[src/core/eccrl_pkg.sv]
// package of constants and types for the ecc error report logic
// ----------------------------------------------------------------------------
// Summary of operation
// - correctable single-bit data errors are fixed before delivery to the processor
// - every detected error is reported; fault address and fault type are captured
// - buffer error register holds correctable/uncorrectable flag and syndrome
// - ignore mode: correctable errors still logged but set no ce status bit; io correctables still set their io status bit and the io interrupt
// - correctable enable bit set and ignore mode off: each correctable error raises a fault
// - checking covers memory, io and processor-interrupt data sources
// - interconnect error freezes history buffer and sets record-stop bit
// - history and record-stop bits readable through a scan port
// - io bridge logs correctable and uncorrectable classes separately
// - io bridge fault interrupts the processor named by its mapping register
// - interconnect forwards correctable data unmodified
// - memory stores check bits only, no checking or correction
// ----------------------------------------------------------------------------
package eccrl_pkg;

  localparam int DATA_W = 64;
  localparam int CHK_W  = 8;
  localparam int ADDR_W = 32;
  localparam int HIST_D = 16;
  localparam int HIST_AW = 4;

  // register byte offsets
  localparam logic [7:0] OFS_CTRL    = 8'h00;
  localparam logic [7:0] OFS_STAT    = 8'h04;
  localparam logic [7:0] OFS_INT_EN  = 8'h08;
  localparam logic [7:0] OFS_INT_CLR = 8'h0c;
  localparam logic [7:0] OFS_AFAR    = 8'h10;
  localparam logic [7:0] OFS_AFSR    = 8'h14;
  localparam logic [7:0] OFS_DBERR   = 8'h18;
  localparam logic [7:0] OFS_IO_CE_A = 8'h1c;
  localparam logic [7:0] OFS_IO_UE_A = 8'h20;
  localparam logic [7:0] OFS_IO_MAP  = 8'h24;
  localparam logic [7:0] OFS_RSTOP   = 8'h28;

  // control fields
  localparam int CTRL_CEEN  = 0;
  localparam int CTRL_IGNCE = 1;
  localparam logic [31:0] CTRL_RST = 32'h0000_0001;

  // status / enable / clear layout
  localparam int ST_CE    = 0;
  localparam int ST_UE    = 1;
  localparam int ST_IO_CE = 2;
  localparam int ST_IO_UE = 3;
  localparam int ST_RSTOP = 4;
  localparam int ST_W     = 5;

  // fault type codes
  localparam logic [1:0] FT_NONE = 2'h0;
  localparam logic [1:0] FT_CE   = 2'h1;
  localparam logic [1:0] FT_UE   = 2'h2;

  // data source of a transfer
  typedef enum logic [1:0] {
    ECCRL_SRC_MEM  = 2'b00,
    ECCRL_SRC_IO   = 2'b01,
    ECCRL_SRC_PINT = 2'b10,
    ECCRL_SRC_NONE = 2'b11
  } eccrl_src_e;

  // incoming codeword
  typedef struct packed {
    logic              valid;
    eccrl_src_e        src;
    logic [ADDR_W-1:0] addr;
    logic [DATA_W-1:0] data;
    logic [CHK_W-1:0]  chk;
  } eccrl_word_s;

  // scan port
  typedef struct packed {
    logic               rd;
    logic [HIST_AW-1:0] idx;
  } eccrl_scan_s;

endpackage : eccrl_pkg

[src/core/eccrl_top.sv]
// ecc check, correct, log and report logic with apb registers
//
// Our own choices: register access over APB and the placing of the registers.
`timescale 1ns/1ps
module eccrl_top
  import eccrl_pkg::*;
(
  // apb
  input  wire logic                        pclk,
  input  wire logic                        presetn,
  input  wire logic                        psel,
  input  wire logic                        penable,
  input  wire logic                        pwrite,
  input  wire logic [7:0]                  paddr,
  input  wire logic [31:0]                 pwdata,
  output logic      [31:0]                 prdata,
  output logic                             pready,
  output logic                             pslverr,
  // incoming data toward the processor
  input  wire eccrl_pkg::eccrl_word_s      in_word,
  output logic      [eccrl_pkg::DATA_W-1:0] out_data,
  output logic                             out_valid,
  output logic                             out_ue,
  // interconnect pass-through path
  input  wire eccrl_pkg::eccrl_word_s      xbar_in,
  output eccrl_pkg::eccrl_word_s           xbar_out,
  output logic                             rstop,
  // scan port for history and record-stop
  input  wire eccrl_pkg::eccrl_scan_s      scan,
  output logic      [eccrl_pkg::DATA_W-1:0] scan_data,
  output logic                             scan_rstop,
  // reports
  output logic                             irq,
  output logic                             io_irq_valid,
  output logic      [5:0]                  io_irq_target
);
  import eccrl_pkg::*;

  // --------------------------------------------------------------------------
  // secded decoder: hamming positions 1..71 plus overall parity
  // --------------------------------------------------------------------------
  // the check code is generated by the source; memory only stores it
  function automatic logic [7:0] calc_syn(input logic [DATA_W-1:0] d,
                                          input logic [CHK_W-1:0] c);
    logic [6:0] s;
    logic       p;
    int         pos;
    int         k;
    s   = c[6:0];
    p   = ^{d, c};
    pos = 1;
    k   = 0;
    for (int i = 1; i < 72; i++)
    begin
      if ((i & (i - 1)) != 0)
      begin
        if (k < DATA_W)
        begin
          s = s ^ (d[k] ? i[6:0] : 7'h00);
        end
        k = k + 1;
      end
    end
    pos = pos;
    return {p, s};
  endfunction : calc_syn

  // data bit index of a hamming position, or 255 when a check position
  function automatic logic [7:0] pos_to_bit(input logic [6:0] s);
    logic [7:0] r;
    int         k;
    r = 8'hff;
    k = 0;
    for (int i = 1; i < 72; i++)
    begin
      if ((i & (i - 1)) != 0)
      begin
        if (i[6:0] == s)
        begin
          r = k[7:0];
        end
        k = k + 1;
      end
    end
    return r;
  endfunction : pos_to_bit

  // --------------------------------------------------------------------------
  // decode of processor-bound data
  // --------------------------------------------------------------------------
  logic [7:0]        syn;
  logic              is_ce;
  logic              is_ue;
  logic              chk_on;
  logic [DATA_W-1:0] fix_data;
  logic [7:0]        fbit;

  // all three sources are checked alike
  always_comb
  begin
    chk_on   = in_word.valid && (in_word.src != ECCRL_SRC_NONE);
    syn      = calc_syn(in_word.data, in_word.chk);
    is_ce    = chk_on && syn[7];
    is_ue    = chk_on && !syn[7] && (syn[6:0] != 7'h00);
    fbit     = pos_to_bit(syn[6:0]);
    fix_data = in_word.data;
    if (is_ce && fbit != 8'hff)
    begin
      fix_data[fbit[5:0]] = ~in_word.data[fbit[5:0]];
    end
  end

  logic [DATA_W-1:0] out_data_q, out_data_d;
  logic              out_valid_q, out_valid_d;
  logic              out_ue_q, out_ue_d;

  // uncorrectable words go out untouched, flagged
  always_comb
  begin
    out_valid_d = in_word.valid;
    out_data_d  = is_ue ? in_word.data : fix_data;
    out_ue_d    = is_ue;
  end

  always_ff @(posedge pclk or negedge presetn)
  begin
    if (!presetn)
    begin
      out_data_q  <= '0;
      out_valid_q <= 1'b0;
      out_ue_q    <= 1'b0;
    end
    else
    begin
      out_data_q  <= out_data_d;
      out_valid_q <= out_valid_d;
      out_ue_q    <= out_ue_d;
    end
  end

  assign out_data  = out_data_q;
  assign out_valid = out_valid_q;
  assign out_ue    = out_ue_q;

  // --------------------------------------------------------------------------
  // interconnect path: check only, forward as is, record stop
  // --------------------------------------------------------------------------
  logic [7:0]         xsyn;
  logic               x_err;
  eccrl_word_s        xbar_q;
  logic               rstop_q, rstop_d;
  logic [HIST_AW-1:0] hptr_q, hptr_d;
  logic               rstop_clr;

  always_comb
  begin
    xsyn    = calc_syn(xbar_in.data, xbar_in.chk);
    x_err   = xbar_in.valid && (xsyn != 8'h00);
    rstop_d = rstop_q;
    if (rstop_clr)
    begin
      rstop_d = 1'b0;
    end
    if (x_err)
    begin
      rstop_d = 1'b1;
    end
    // history stops advancing once frozen
    hptr_d = (xbar_in.valid && !rstop_q) ? hptr_q + 1'b1 : hptr_q;
  end

  always_ff @(posedge pclk or negedge presetn)
  begin
    if (!presetn)
    begin
      xbar_q  <= '0;
      rstop_q <= 1'b0;
      hptr_q  <= '0;
    end
    else
    begin
      xbar_q  <= xbar_in;
      rstop_q <= rstop_d;
      hptr_q  <= hptr_d;
    end
  end

  assign xbar_out   = xbar_q;
  assign rstop      = rstop_q;
  assign scan_rstop = rstop_q;

  // the erroring word itself is recorded, then the buffer freezes
  eccrl_hist_mem #(
    .W  (DATA_W),
    .AW (HIST_AW)
  ) u_hist (
    .pclk  (pclk),
    .we    (xbar_in.valid && !rstop_q),
    .waddr (hptr_q),
    .wdata (xbar_in.data),
    .raddr (scan.idx),
    .rdata (scan_data)
  );

  // --------------------------------------------------------------------------
  // fault logs and status
  // --------------------------------------------------------------------------
  logic [31:0]       ctrl_q, ctrl_d;
  logic [ST_W-1:0]   stat_q, stat_d, en_q, en_d, ev;
  logic [ADDR_W-1:0] afar_q, afar_d, io_ce_q, io_ce_d, io_ue_q, io_ue_d;
  logic [1:0]        afsr_q, afsr_d;
  logic [8:0]        dberr_q, dberr_d;
  logic [5:0]        map_q, map_d;
  logic              io_fault;
  logic              wr;
  logic [ST_W-1:0]   clr;

  assign wr        = psel && penable && pwrite;
  assign clr       = (wr && paddr == OFS_INT_CLR) ? pwdata[ST_W-1:0] : '0;
  assign rstop_clr = wr && paddr == OFS_RSTOP && pwdata[0];
  assign io_fault  = (is_ce || is_ue) && in_word.src == ECCRL_SRC_IO;

  always_comb
  begin
    ev              = '0;
    ev[ST_CE]       = is_ce && !ctrl_q[CTRL_IGNCE] && ctrl_q[CTRL_CEEN];
    ev[ST_UE]       = is_ue;
    ev[ST_IO_CE]    = is_ce && in_word.src == ECCRL_SRC_IO;
    ev[ST_IO_UE]    = is_ue && in_word.src == ECCRL_SRC_IO;
    ev[ST_RSTOP]    = x_err;
    // set wins over a clear in the same cycle
    stat_d  = (stat_q & ~clr) | ev;
    ctrl_d  = (wr && paddr == OFS_CTRL) ? pwdata : ctrl_q;
    en_d    = (wr && paddr == OFS_INT_EN) ? pwdata[ST_W-1:0] : en_q;
    map_d   = (wr && paddr == OFS_IO_MAP) ? pwdata[5:0] : map_q;
    afar_d  = afar_q;
    afsr_d  = afsr_q;
    dberr_d = dberr_q;
    io_ce_d = io_ce_q;
    io_ue_d = io_ue_q;
    // an uncorrectable log is held until cleared or replaced by a later uncorrectable; a correctable one may not overwrite it
    if (wr && paddr == OFS_AFSR && pwdata[0])
    begin
      afsr_d = FT_NONE;
    end
    if (is_ue || (is_ce && afsr_q != FT_UE))
    begin
      afar_d  = in_word.addr;
      afsr_d  = is_ue ? FT_UE : FT_CE;
      dberr_d = {is_ue, syn};
    end
    if (is_ce && in_word.src == ECCRL_SRC_IO)
    begin
      io_ce_d = in_word.addr;
    end
    if (is_ue && in_word.src == ECCRL_SRC_IO)
    begin
      io_ue_d = in_word.addr;
    end
  end

  always_ff @(posedge pclk or negedge presetn)
  begin
    if (!presetn)
    begin
      ctrl_q  <= CTRL_RST;
      stat_q  <= '0;
      en_q    <= '0;
      map_q   <= '0;
      afar_q  <= '0;
      afsr_q  <= FT_NONE;
      dberr_q <= '0;
      io_ce_q <= '0;
      io_ue_q <= '0;
    end
    else
    begin
      ctrl_q  <= ctrl_d;
      stat_q  <= stat_d;
      en_q    <= en_d;
      map_q   <= map_d;
      afar_q  <= afar_d;
      afsr_q  <= afsr_d;
      dberr_q <= dberr_d;
      io_ce_q <= io_ce_d;
      io_ue_q <= io_ue_d;
    end
  end

  // level interrupt; ignored correctables never set the bit
  assign irq           = |(stat_q & en_q);
  assign io_irq_target = map_q;

  logic io_irq_q;
  always_ff @(posedge pclk or negedge presetn)
  begin
    if (!presetn)
    begin
      io_irq_q <= 1'b0;
    end
    else
    begin
      io_irq_q <= io_fault;
    end
  end
  assign io_irq_valid = io_irq_q;

  // --------------------------------------------------------------------------
  // apb read mux; zero-wait, unmapped reads zero with pslverr
  // --------------------------------------------------------------------------
  logic [31:0] rd;
  logic        hit;
  always_comb
  begin
    hit = 1'b1;
    case (paddr)
      OFS_CTRL:    rd = ctrl_q;
      OFS_STAT:    rd = {27'h0, stat_q};
      OFS_INT_EN:  rd = {27'h0, en_q};
      OFS_INT_CLR: rd = 32'h0;
      OFS_AFAR:    rd = afar_q;
      OFS_AFSR:    rd = {30'h0, afsr_q};
      OFS_DBERR:   rd = {23'h0, dberr_q};
      OFS_IO_CE_A: rd = io_ce_q;
      OFS_IO_UE_A: rd = io_ue_q;
      OFS_IO_MAP:  rd = {26'h0, map_q};
      OFS_RSTOP:   rd = {31'h0, rstop_q};
      default:
      begin
        rd  = 32'h0;
        hit = 1'b0;
      end
    endcase
  end
  assign prdata  = rd;
  assign pready  = 1'b1;
  assign pslverr = psel && penable && !hit;

  // --------------------------------------------------------------------------
  // assertions
  // --------------------------------------------------------------------------
  property p_ue_out;
    @(posedge pclk) disable iff (!presetn) is_ue |=> out_ue && out_valid;
  endproperty
  a_ue_out: assert property (p_ue_out) else $error("ue not flagged");

  property p_ue_data;
    @(posedge pclk) disable iff (!presetn)
      is_ue |=> out_data == $past(in_word.data);
  endproperty
  a_ue_data: assert property (p_ue_data) else $error("ue data altered");

  property p_log;
    @(posedge pclk) disable iff (!presetn)
      is_ue |=> afar_q == $past(in_word.addr) && afsr_q == FT_UE;
  endproperty
  a_log: assert property (p_log) else $error("fault not logged");

  property p_dberr;
    @(posedge pclk) disable iff (!presetn) is_ce && afsr_q != FT_UE |=> !dberr_q[8];
  endproperty
  a_dberr: assert property (p_dberr) else $error("dberr class wrong");

  property p_ign;
    @(posedge pclk) disable iff (!presetn)
      ctrl_q[CTRL_IGNCE] && is_ce |=> !stat_q[ST_CE] || $past(stat_q[ST_CE]);
  endproperty
  a_ign: assert property (p_ign) else $error("ignored ce raised");

  property p_ceen;
    @(posedge pclk) disable iff (!presetn)
      ctrl_q[CTRL_CEEN] && !ctrl_q[CTRL_IGNCE] && is_ce |=> stat_q[ST_CE];
  endproperty
  a_ceen: assert property (p_ceen) else $error("ce fault missing");

  property p_rstop;
    @(posedge pclk) disable iff (!presetn)
      x_err && !rstop_q |=> rstop && hptr_q == $past(hptr_q) + 1'b1;
  endproperty
  a_rstop: assert property (p_rstop) else $error("record stop missing");

  property p_fwd;
    @(posedge pclk) disable iff (!presetn) xbar_in.valid |=> xbar_out == $past(xbar_in);
  endproperty
  a_fwd: assert property (p_fwd) else $error("xbar data changed");

  property p_ioirq;
    @(posedge pclk) disable iff (!presetn) io_fault |=> io_irq_valid ##0 io_irq_target == map_q;
  endproperty
  a_ioirq: assert property (p_ioirq) else $error("io irq missing");

  c_ce:   cover property (@(posedge pclk) disable iff (!presetn) is_ce ##1 out_valid);
  c_ue:   cover property (@(posedge pclk) disable iff (!presetn) is_ue ##1 irq);
  c_rs:   cover property (@(posedge pclk) disable iff (!presetn) x_err ##1 rstop);
  c_io:   cover property (@(posedge pclk) disable iff (!presetn) io_fault ##1 io_irq_valid);
endmodule : eccrl_top

[src/core/eccrl_hist_mem.sv]
// history buffer memory with registered read port
`timescale 1ns/1ps
module eccrl_hist_mem #(
  parameter int W  = 64,
  parameter int AW = 4
) (
  // clock
  input  wire logic          pclk,
  // write side
  input  wire logic          we,
  input  wire logic [AW-1:0] waddr,
  input  wire logic [W-1:0]  wdata,
  // read side
  input  wire logic [AW-1:0] raddr,
  output logic      [W-1:0]  rdata
);
  logic [W-1:0] mem_q [2**AW];

  // storage has no reset; contents meaningful only after writes
  always_ff @(posedge pclk)
  begin
    if (we)
    begin
      mem_q[waddr] <= wdata;
    end
    rdata <= mem_q[raddr];
  end
endmodule : eccrl_hist_mem

[config.mk]
export PLATFORM = sky130hd
export DESIGN_NAME = eccrl_top
export DESIGN_NICKNAME = d
export VERILOG_FILES = /design/src/core/eccrl_pkg.sv /design/src/core/eccrl_top.sv /design/src/core/eccrl_hist_mem.sv
export SDC_FILE = /design/constraint.sdc
export NUM_CORES = 1
export LEC_CHECK = 0
export BUFFER_PORTS_ARGS = -buffer_cell sky130_fd_sc_hd__buf_2
export CORE_AREA = 2 2 323 357
export CTS_CLUSTER_DIAMETER = 30
export CTS_CLUSTER_SIZE = 10
export DETAILED_ROUTE_END_ITERATION = 10
export DIE_AREA = 0 0 325 359
export PLACE_DENSITY = 0.81
export SYNTH_ARGS = -nofsm -noshare
export SYNTH_HDL_FRONTEND = slang
export SYNTH_HIERARCHICAL = 1
export SYNTH_SLANG_ARGS = --single-unit
[constraint.sdc]
create_clock -name pclk -period 9.9 [get_ports pclk]
set_input_delay 0.99 -clock pclk [delete_from_list [all_inputs] [get_ports pclk]]
set_output_delay 0.99 -clock pclk [all_outputs]
set_load 0.03 [all_outputs]
==> impl_results.md <==
* Pre-Repair DR Iteration Count at 6
* Finish-stage setup viols at 0
* Kind of critical path: in -> reg
* Crit. End Element: register
* CTS resizes at 0
* Switching part of the total at 32.12%
* Mapped Nets at between 3000 and 4000
* Setup TNS Final at 0 ns
* Hold buffers post-CTS at 0
* Clk_lat worst skew at 0.87 ns
* TritonCTS sink count at 1422
* Unrepaired setup endpoints after global routing: false
* GP Congestion at 0.9212
* Seq pwr share at about a third
* Share of synthesized registers carrying an async set or reset at 23.49%
* Number of global-route vias before repair at between 30000 and 40000
* Pwr dens at 299.2 nW/µm²
* Crit path launch: in_word[44]
* Mapped Area at ~56000 µm²
* Crit path max fanout at 23
* Maxcap violations at 0
* Ys Warns at 6
* CTS tree: done
* Row count at 130
* Yosys reg bits at roughly 1400
* Clock-pin transition on the worst setup and hold timing paths at ~0.060 ns
* Fin crit share at between 50% and 60%
* Most frequent cells in the layout: 1024 x edfxtp_1, 539 x buf_2, 333 x dfrtp_1
* Required time worst endpoint at roughly 11 ns
* Post-DRT Antenna Nets at 0
* Gr usage total at between 20 and 30%
* Total Routed Length at approximately 160000 µm
* Max Root-Sink Buffers at 3
* Logic pwr share at 26.0%
* CP max stage cell: nor2_1
* Largest net degree at the start of global routing at approximately 110
* Congestion Overflow GR at 0
* Net Switching at about 6.6 mW
* Pint at ~14 mW
* Critical path arrival at 6.49 ns
* Ranking of synthesized cells by area: edfxtp_1 55%, dfrtp_1 15%, mux4_2 10%
* Count of different cell masters after synthesis at 83
* Reg2Reg Launch Point: rstop$_DFFE_PN0P_
* Relative slew slack at 8.844%
* CP max stage delay at approximately 1.0 ns
* Filler cell count at 7615
* Post-synthesis sequential area ratio at 72.03%
* WL/cell at a little under 30 µm
* Nets at roughly 4000
* DR iter-0 viols at around 4300
* Layout cells sized above 1 at 37.32%
* Total CTS buffers at about 240
* Max Clock Freq at roughly 170 MHz
* Main synth FF type: edfxtp_1
* Post-Layout Cell Count at about 5400
* Yosys top cell by area: edfxtp_1
* Global-route wire length before repair at about 230000 µm
* Clock Skew at 0.09506 ns
* Buf/Inv on CP at 2
* Detailed-route via count at ~34000
* Critical Path Start Type: input port
* CP cell instances: buf_2, xnor3_1, xnor2_1, xnor2_1, xnor3_2, mux2i_1, nor2_1, a32oi_1, nand4_1, or3_1, buf_4, or2_1, nor2_1, nand2_1, mux2_1
* DRC errors left at 0
* Final Hold Fails at 0
* Clock share of power at 40.6%
* Die height at about 360 µm
* Layout area overhead at 22.95%
* Core area at roughly 110000 µm²
* Worst R2R Path Depth at 4
* Commonest non-fill, non-tap cell in the layout: edfxtp_1
* Avg Vias per Cell at just over 6
* Dpl cells at approximately 5000
* Syn Inst Count at ~3000
* Die area at ~120000 µm²
* Dpl hpwl at 85130 µm
* Number of flops mapped to enable cells by yosys at between 1000 and 1500
* H-tree levels at 4
* Status: completed
* Slew Limit Fails at 0
* Starting density of the core at roughly half
* Die Span X at 325 µm
* Post-CTS Setup Repair Bufs at 0
* Root Buffer: clkbuf_16
* Initial antenna violation count at 28
* Post-route minimum period at approximately 5.8 ns
* Critical path's top delay family: simple AND/OR/NAND/NOR gates
* Leakage at around 25 nW
* Top Ports at about 550
* Port bufs at about 540
* Min-Delay Path Class: in -> async
* Peak VDD IR at 0.0004313 V
* Critical path depth in cells at 15
* Slew @ Worst Pin at ~1.4 ns
* Mapped Avg Cell Area at ~19 µm²
* Top-area cell type share of the netlist area at between 50% and 60%
through the flow:
step | utilization [%] | power [mW] | worst slack (ns) | hold slack, ns | instance area (µm²)
after detailed placement | 53.42 | 12.20 | 3.518 | 0.4877 | 60570
final | 60.81 | 20.63 | 4.111 | 0.1308 | 68940
after CTS | 60.77 | 20.60 | 4.393 | 0.1243 | 68900
after floorplan | - | 10.87 | 3.123 | 0.4487 | 56070
after global routing | 60.80 | 21.36 | 3.921 | 0.1778 | 68930
after global placement | 53.42 | 12.10 | 3.612 | 0.4861 | 60570
state kept, by name, summed over array words and instances (netlist names), 6 cells and up:
| signal | flops |
|---|---|
| io_ue_q | 32 |
| u_hist/mem_q | 1024 |
| io_irq_target | 6 |
| xbar_out | 107 |
| afar_q | 32 |
| ctrl_q | 32 |
| dberr_q | 9 |
| out_data | 64 |
| u_hist/rdata | 64 |
| io_ce_q | 32 |
cell type report:
cell class / instances / area (µm²) / area share (%)
diodes: 16 / 40.04 / 0.05808
flip-flops and latches: 1422 / 40390 / 58.59
clock inverters: 151 / 2014 / 2.922
clock buffers: 297 / 6316 / 9.162
multi-input cells: 1425 / 15090 / 21.89
inverters: 9 / 33.78 / 0.04900
repair buffers: 595 / 3153 / 4.574
well taps: 1518 / 1899 / 2.755
cells by family after synthesis:
| kind of cell | Yosys count | share of synthesized area [%] |
|---|---|---|
| flops | 1422 | 72.03 |
| mux | 453 | 14.18 |
| compound gates | 372 | 4.713 |
| simple gates | 316 | 2.553 |
| xor+xnor | 281 | 5.097 |
| buf+inv | 155 | 1.383 |
| fa+ha+maj | 2 | 0.04016 |
| other cells | 1 | 0.006688 |
cell usage after synthesis (22+ instances only):
cell type / n
buf_2: 29
xor2_1: 53
a22oi_1: 196
a31oi_1: 25
nor2_1: 62
clkbuf_1: 69
nand2_1: 153
dfxtp_1: 64
buf_1: 22
xnor2_1: 198
edfxtp_1: 1024
dfrtp_1: 333
mux4_2: 256
nor3_1: 22
a21oi_1: 71
mux2i_1: 28
mux2_2: 161
path summary, 6_finish.rpt:
kind,endpoint,slack (ns)
worst min-delay path,xbar_out[61]$_DFF_PN0_,0.13
max in group asynchronous,xbar_out[87]$_DFF_PN0_,8.01
worst max register to register,u_hist/mem_q[0][41]$_DFFE_PP_,5.85
min in group pclk,xbar_out[100]$_DFF_PN0_,0.23
worst min register to register,dberr_q[8]$_DFFE_PN0P_,0.50
worst max-delay path,out_data[62]$_DFF_PN0_,4.11
per-layer routing:
metal  share of wire (%)  global-route usage (%)  vias up
li1                    -                       -    13360
met1                  36                   35.13    17200
met2                  49                   44.00     2444
met3                  10                   6.273      493
met4                 4.8                   13.06        8
met5               0.026                       0        -
power groups by stage:
| stage | logic [mW] | clock network [mW] | registers, mW |
|---|---|---|---|
| 2_1_floorplan | 3.76 | 0 | 7.11 |
| 3_3_place_gp | 5.13 | 0 | 6.98 |
| 3_5_place_dp | 5.20 | 0 | 6.99 |
| 4_1_cts | 5.26 | 8.46 | 6.89 |
| 5_1_grt | 5.72 | 8.72 | 6.92 |
| 6_report | 5.36 | 8.38 | 6.89 |
Note: power is estimated with default switching activity, not from simulation.
